File: src/verilog/pcpt_pkg.sv
package pcpt_pkg;
   localparam int PCPT_ADDR_W = 8;
   localparam int PCPT_DATA_W = 32;
   localparam int PCPT_NCH = 8;
   localparam int PCPT_NTRIG = 6;
   localparam int PCPT_IRQ_W = 2;

   // Register byte offsets
   localparam logic [7:0] PCPT_OFF_TRIG = 8'h00;
   localparam logic [7:0] PCPT_OFF_POL = 8'h04;
   localparam logic [7:0] PCPT_OFF_MODE = 8'h08;
   localparam logic [7:0] PCPT_OFF_ISTAT = 8'h0c;
   localparam logic [7:0] PCPT_OFF_IMASK = 8'h10;

   // Field positions
   localparam int PCPT_TRIG_FLAG_BIT = 7;
   localparam int PCPT_TRIG_EN_LSB = 0;
   localparam int PCPT_GUARD_BIT = 2;
   localparam int PCPT_IRQ_TRIG_BIT = 0;
   localparam int PCPT_IRQ_FAULT_BIT = 1;

   // Reset values
   localparam logic [7:0] PCPT_POL_RST = 8'h00;
   localparam logic [5:0] PCPT_TRIG_EN_RST = 6'h00;
   localparam logic PCPT_GUARD_RST = 1'b0;
   localparam logic [1:0] PCPT_IRQ_RST = 2'h0;

   typedef enum logic [1:0] {
      PCPT_CLR_IDLE = 2'b01,
      PCPT_CLR_ARMED = 2'b10
   } pcpt_clr_e;
endpackage

File: src/verilog/pcpt_out_stage.sv
`timescale 1ns/1ps
module pcpt_out_stage
   import pcpt_pkg::*;
#(
   parameter int N = PCPT_NCH
) (
   input wire logic clk_sys_i,
   input wire logic rst_i,
   input wire logic [N-1:0] wave_i,
   input wire logic [N-1:0] invert_i,
   input wire logic safe_i,
   output logic [N-1:0] chan_o
);
   logic [N-1:0] next_chan;

   // Safe level, inversion
   always_comb begin
      if (safe_i) begin
         next_chan = invert_i;
      end else begin
         next_chan = wave_i ^ invert_i;
      end
   end

   always_ff @(posedge clk_sys_i or posedge rst_i) begin
      if (rst_i) begin
         chan_o <= '0;
      end else begin
         chan_o <= next_chan;
      end
   end
endmodule

File: src/verilog/pcpt_top.sv
// Behaviour
// Trigger enables: bit3 ch5, bit2 ch4, bit1 ch3, bit0 ch2; fire on match.
// Eight invert bits at 7:0, reset zero, upper bits reserved.
// Invert bit 0 means active high output, 1 means active low.
// Invert bits written only while write_guard_off is 1.
// Fault with fault control on drives each output to its invert bit.
// Channels 6 and 7 never trigger; several channels may trigger.
// Any trigger sets flag bit 7; cleared by read then write zero.
// A trigger during the clear sequence restarts it; flag stays set.
// Active-low channels have their waveform inverted before the pin.
`timescale 1ns/1ps
module pcpt_top
   import pcpt_pkg::*;
#(
   parameter int CNT_W = 16
) (
   input wire logic clk_sys_i,
   input wire logic rst_i,
   input wire logic [PCPT_ADDR_W-1:0] addr_i,
   input wire logic [PCPT_DATA_W-1:0] wr_data_i,
   input wire logic wr_i,
   input wire logic rd_i,
   output logic [PCPT_DATA_W-1:0] rd_data_o,
   input wire logic [CNT_W-1:0] count_i,
   input wire logic [PCPT_NCH*CNT_W-1:0] match_value_i,
   input wire logic [PCPT_NCH-1:0] wave_i,
   input wire logic fault_ctl_en_i,
   input wire logic fault_det_i,
   output logic [PCPT_NCH-1:0] chan_o,
   output logic trig_o,
   output logic irq_o
);
   logic [5:0] trig_fld;
   logic trig_flag;
   pcpt_clr_e clr_state;
   logic [7:0] pol;
   logic guard_off;
   logic [1:0] irq_stat;
   logic [1:0] irq_mask;
   logic [PCPT_NCH-1:0] eq_prev;
   logic fault_prev;
   logic [5:0] next_trig_fld;
   logic next_trig_flag;
   pcpt_clr_e next_clr_state;
   logic [7:0] next_pol;
   logic next_guard_off;
   logic [1:0] next_irq_stat;
   logic [1:0] next_irq_mask;
   logic [PCPT_DATA_W-1:0] next_rd_data;
   logic [PCPT_NCH-1:0] eq_now;
   logic [PCPT_NCH-1:0] hit;
   logic [5:0] chan_en;
   logic trig_ev;
   logic safe;
   logic fault_ev;

   // Field bits 5:0 hold ch1,ch0,ch5,ch4,ch3,ch2; return per-channel order
   function automatic logic [5:0] en_by_chan(input logic [5:0] f);
      en_by_chan = {f[3], f[2], f[1], f[0], f[5], f[4]};
   endfunction

   function automatic logic sel(input logic [PCPT_ADDR_W-1:0] a,
                                input logic [7:0] off);
      sel = (a == off);
   endfunction

   always_comb begin
      for (int i = 0; i < PCPT_NCH; i++) begin
         eq_now[i] = (count_i == match_value_i[i*CNT_W +: CNT_W]);
      end
   end

   assign hit = eq_now & ~eq_prev;
   assign chan_en = en_by_chan(trig_fld);
   // Enabled match fires; ch6/7 excluded
   assign trig_ev = |(hit[5:0] & chan_en);
   assign safe = fault_ctl_en_i & fault_det_i;
   assign fault_ev = safe & ~fault_prev;

   always_comb begin
      next_trig_fld = trig_fld;
      next_trig_flag = trig_flag;
      next_clr_state = clr_state;
      next_pol = pol;
      next_guard_off = guard_off;
      next_irq_mask = irq_mask;
      next_irq_stat = irq_stat;
      next_rd_data = '0;
      if (wr_i) begin
         if (sel(addr_i, PCPT_OFF_TRIG)) begin
            next_trig_fld = wr_data_i[PCPT_TRIG_EN_LSB +: 6];
         end else if (sel(addr_i, PCPT_OFF_POL)) begin
            // Write guard on invert bits
            if (guard_off) begin
               next_pol = wr_data_i[7:0];
            end
         end else if (sel(addr_i, PCPT_OFF_MODE)) begin
            next_guard_off = wr_data_i[PCPT_GUARD_BIT];
         end else if (sel(addr_i, PCPT_OFF_ISTAT)) begin
            next_irq_stat = irq_stat & ~wr_data_i[1:0];
         end else if (sel(addr_i, PCPT_OFF_IMASK)) begin
            next_irq_mask = wr_data_i[1:0];
         end
      end
      if (rd_i) begin
         if (sel(addr_i, PCPT_OFF_TRIG)) begin
            next_rd_data[PCPT_TRIG_EN_LSB +: 6] = trig_fld;
            next_rd_data[PCPT_TRIG_FLAG_BIT] = trig_flag;
         end else if (sel(addr_i, PCPT_OFF_POL)) begin
            next_rd_data[7:0] = pol;
         end else if (sel(addr_i, PCPT_OFF_MODE)) begin
            next_rd_data[PCPT_GUARD_BIT] = guard_off;
         end else if (sel(addr_i, PCPT_OFF_ISTAT)) begin
            next_rd_data[1:0] = irq_stat;
         end else if (sel(addr_i, PCPT_OFF_IMASK)) begin
            next_rd_data[1:0] = irq_mask;
         end
      end
      // Flag clear sequence: read while set, then write zero
      case (clr_state)
         PCPT_CLR_IDLE: begin
            if (rd_i && sel(addr_i, PCPT_OFF_TRIG) && trig_flag) begin
               next_clr_state = PCPT_CLR_ARMED;
            end
         end
         PCPT_CLR_ARMED: begin
            if (wr_i && sel(addr_i, PCPT_OFF_TRIG) &&
                !wr_data_i[PCPT_TRIG_FLAG_BIT]) begin
               next_trig_flag = 1'b0;
               next_clr_state = PCPT_CLR_IDLE;
            end
         end
         default: begin
            next_clr_state = PCPT_CLR_IDLE;
         end
      endcase
      // New trigger restarts sequence, set wins
      if (trig_ev) begin
         next_trig_flag = 1'b1;
         next_clr_state = PCPT_CLR_IDLE;
      end
      if (trig_ev) begin
         next_irq_stat[PCPT_IRQ_TRIG_BIT] = 1'b1;
      end
      if (fault_ev) begin
         next_irq_stat[PCPT_IRQ_FAULT_BIT] = 1'b1;
      end
   end

   always_ff @(posedge clk_sys_i or posedge rst_i) begin
      if (rst_i) begin
         trig_fld <= PCPT_TRIG_EN_RST;
         trig_flag <= 1'b0;
         clr_state <= PCPT_CLR_IDLE;
         // Invert bits reset to zero
         pol <= PCPT_POL_RST;
         guard_off <= PCPT_GUARD_RST;
         irq_stat <= PCPT_IRQ_RST;
         irq_mask <= PCPT_IRQ_RST;
         eq_prev <= '0;
         fault_prev <= 1'b0;
         trig_o <= 1'b0;
         rd_data_o <= '0;
      end else begin
         trig_fld <= next_trig_fld;
         trig_flag <= next_trig_flag;
         clr_state <= next_clr_state;
         pol <= next_pol;
         guard_off <= next_guard_off;
         irq_stat <= next_irq_stat;
         irq_mask <= next_irq_mask;
         eq_prev <= eq_now;
         fault_prev <= safe;
         trig_o <= trig_ev;
         rd_data_o <= next_rd_data;
      end
   end

   assign irq_o = |(irq_stat & irq_mask);

   // Polarity and safe level at the pins
   pcpt_out_stage #(
      .N(PCPT_NCH)
   ) u_out (
      .clk_sys_i(clk_sys_i),
      .rst_i(rst_i),
      .wave_i(wave_i),
      .invert_i(pol),
      .safe_i(safe),
      .chan_o(chan_o)
   );

   a_pol_guard: assert property (@(posedge clk_sys_i) disable iff (rst_i)
      (wr_i && addr_i == PCPT_OFF_POL && !guard_off) |=> $stable(pol))
      else $error("Invert bits changed while guarded");

   a_pol_write: assert property (@(posedge clk_sys_i) disable iff (rst_i)
      (wr_i && addr_i == PCPT_OFF_POL && guard_off)
      |=> pol == $past(wr_data_i[7:0]))
      else $error("Invert bits not written");

   a_out_polarity: assert property (@(posedge clk_sys_i) disable iff (rst_i)
      !safe |=> chan_o == ($past(wave_i) ^ $past(pol)))
      else $error("Channel output polarity wrong");

   a_out_invert: assert property (@(posedge clk_sys_i) disable iff (rst_i)
      (!safe && pol[0] && wave_i[0]) |=> !chan_o[0])
      else $error("Active-low channel not inverted");

   a_safe_level: assert property (@(posedge clk_sys_i) disable iff (rst_i)
      safe |=> chan_o == $past(pol))
      else $error("Safe level not driven in fault");

   a_trig_cause: assert property (@(posedge clk_sys_i) disable iff (rst_i)
      trig_o |-> ($past(hit[5:0]) & $past(chan_en)) != 6'h00)
      else $error("Trigger without enabled match");

   a_no_hi_trig: assert property (@(posedge clk_sys_i) disable iff (rst_i)
      (hit[7:6] != 2'b00 && (hit[5:0] & chan_en) == 6'h00) |=> !trig_o)
      else $error("Channel 6 or 7 produced a trigger");

   a_flag_set: assert property (@(posedge clk_sys_i) disable iff (rst_i)
      trig_o |-> trig_flag)
      else $error("Trigger flag not set");

   a_clr_restart: assert property (@(posedge clk_sys_i) disable iff (rst_i)
      (clr_state == PCPT_CLR_ARMED && trig_ev)
      |=> trig_flag && clr_state == PCPT_CLR_IDLE)
      else $error("Clear sequence not restarted");
endmodule

File: config.mk
export PLATFORM = sky130hd
export DESIGN_NAME = pcpt_top
export DESIGN_NICKNAME = d
export VERILOG_FILES = /design/src/verilog/pcpt_pkg.sv /design/src/verilog/pcpt_out_stage.sv /design/src/verilog/pcpt_top.sv
export SDC_FILE = /design/constraint.sdc
export NUM_CORES = 1
export LEC_CHECK = 0
export BUFFER_PORTS_ARGS = -buffer_cell sky130_fd_sc_hd__buf_2
export CORE_UTILIZATION = 37
export CTS_CLUSTER_DIAMETER = 50
export DETAILED_ROUTE_END_ITERATION = 8
export PLACE_DENSITY = 0.87
export SYNTH_ARGS = -nofsm -noshare
export SYNTH_HDL_FRONTEND = slang
export SYNTH_SLANG_ARGS = --single-unit
File: constraint.sdc
create_clock -name clk_sys_i -period 1.6 [get_ports clk_sys_i]
set_input_delay 0.48 -clock clk_sys_i [delete_from_list [all_inputs] [get_ports clk_sys_i]]
set_output_delay 0.48 -clock clk_sys_i [all_outputs]
set_load 0.03 [all_outputs]
==> metrics.yaml <==
synth_most_common_cell: "xnor2_1"
synth_edf_count: 0
synthDistinctLibCells: 34
netlist_instances: 323
avgViaCountPerCell: 4.83
clockRootBuffer: "clkbuf_8"
finClkSkew_ns: 0.00734
clkLatencyLatePin_ns: 0.30
routed_wl_mm: 9.67
ys_ff_latch: 46
core_um2: 8300
nFillCells: 661
layout-drive-gt1-share: 0.502
arrival_ns: 1.99
worstPathMaxFanout: 5
avgSynthCellArea_um2: 9.91
drv_cap: 0
dr.pass1.iters: 4
rsz0062_at_grt: "true"
diodes: 0
synth_area_um2: 3200
nets: 711
antenna_found_initial: 0
vias: 2992
fp.dieH_um: 95.0
globalRoute.totalOverflow: 0
multi_input_area_um2: 2050
yosysTopAreaCell: "dfrtp_1"
violations: "setup timing"
floorplan.die.width_um: 95.0
tritoncts: "built"
worstPathRequired_ns: 1.79
layout.area.seq_um2: 1150
wire_per_inst_um: 15.6
fin_crit_sh: 1.12
ys_warn_count: 0
setup_viol: 28
fmaxAchievable_ghz: 0.556
synthFlopType: "dfrtp_1"
num_rows: 33
path_clk_slew_ns: 0.08
ant_nets: 0
async_flop_share: 1.00
htreeDepth: 2
gp_congestion: 0.863
power.leakage_nw: 2.23
outcome: "finished with violations"
min_path_type: "primary input to async pin"
finalHoldViolations: 0
drv_slew: 0
clockBufferDepth: 2
cts_buffers: 5
fin_ws_ns: -0.199
cts_hold_buf: 0
power_density_nw_per_um2: 611
dpl.cell_count: 603
critPathLaunchType: "primary input"
worst_path_most_repeated_cell: "buf_6"
end_kind: "flop"
syn2layout_area_growth_pct: 47.6
cts.sinks: 46
drt_iter0_markers: 58
grt_pass1_wl_mm: 14.3
irDropWorstVdd_mv: 0.304
io_buffers: 159
cp_cell_sequence: "buf_6, or4_4, nor3_4, nand2_2, nor2_4, buf_6, mux2_4"
setup_tns_ns: -4.01
synthTopCellsByCount: "104 x xnor2_1, 45 x dfrtp_1, 27 x nand4_1"
grt_usage: 0.210
min_period_ns: 1.80
dieArea_um2: 9030
path_class: "primary input to flop"
drc_errors: 0
slowest_delay_ns: 0.54
grt_start_max_net_pins: 47
crit_slowest_cell: "or4_4"
start_util: 0.386
finalNonFillerCells: 619
yosysTopAreaCellShare: 0.352
synth_seq_area_share: 0.360
synth_area_leaders: "dfrtp_1 35%, xnor2_1 28%, buf_4 5.6%, mux2_2 5.3%, nand4_1 5.3%"
reg2regPathDepth: 4
dpl.hpwl_mm: 7.60
ioPinCount: 240
grt_pass1_vias: 3055
utilization: 0.569
worst paths after layout:
kind | startpoint | end | slack [ns]
max reg2reg | clr_state[0] | clr_state[1] | 0.36
min | rst_i | rd_data_o[3] | 0.22
min reg2reg | fault_prev | irq_stat[1] | 0.44
max in group asynchronous | rst_i | clr_state[0] | 1.09
min in group clk_sys_i | wr_data_i[6] | pol[6] | 0.41
max | addr_i[1] | pol[3] | -0.20
critical path: cells and delay by family:
family	cells	cell delay [ns]
mux	1	0.30
buf+inv	2	0.23
simple gates	4	0.97
registers in the layout (all words and copies together), names as in the netlist, 2 cells and up:
register and flops:
irq_stat 2, irq_mask 2, clr_state 2, rd_data_o 8
u_out.chan_o 8, pol 8, trig_fld 6, eq_prev 6
cell usage in the layout, fill, tap and decap left out, drive strengths merged, types with 5 or more instances in the layout:
cell,count
dfrtp,45
buf,202
conb,24
nor4,7
mux2i,5
clkbuf,8
mux2,15
nand3,5
nand4,27
inv,7
nor2b,6
nor2,8
nand2,21
o21ai,8
xnor2,104
layer usage:
layer / global-route usage / vias to the layer above / part of all wire
li1: - / 1418 / -
met1: 0.235 / 1402 / 0.38
met2: 0.394 / 154 / 0.54
met3: 0.0303 / 18 / 0.057
met4: 0.0896 / 0 / 0.024
met5: 0 / - / 0
logic make-up after synthesis:
kind of cell	after synthesis	share of synthesized area
flip-flops	46	0.360
multiplexers	20	0.0684
AND/OR/NAND/NOR	84	0.151
XOR/XNOR	104	0.284
other	1	0.00117
AO/OA/AOI/OAI	19	0.0387
buffers and inverters	49	0.0965
timing repair:
action	4_1_cts	5_1_grt
resized for setup	35	27
setup buffers	4	4
pin swaps	12	15
setup endpoints to repair	24	31
power breakdown:
group	total, mW	switching, mW	internal (mW)
Clock	0.819	0.383	0.436
Combinational	0.866	0.448	0.418
Sequential	1.20	0.0140	1.19
stage by stage:
step	setup WS, ns	hold WS [ns]	power (mW)	cell area [µm²]
2_1_floorplan	-0.433	0.415	1.74	3290
3_3_place_gp	-0.552	0.433	2.00	4260
3_5_place_dp	-0.610	0.442	2.03	4260
4_1_cts	-0.230	0.246	2.86	4570
5_1_grt	-0.249	0.249	3.00	4730
6_report	-0.199	0.222	2.89	4730
area by class of cell:
cell class | count | area share
inverters | 7 | 0.00556
repair buffers | 202 | 0.265
flip-flops and latches | 46 | 0.244
well taps | 105 | 0.0278
clock buffers | 8 | 0.0233
multi-input cells | 251 | 0.434
No activity file was read; power rests on OpenSTA's default activity.
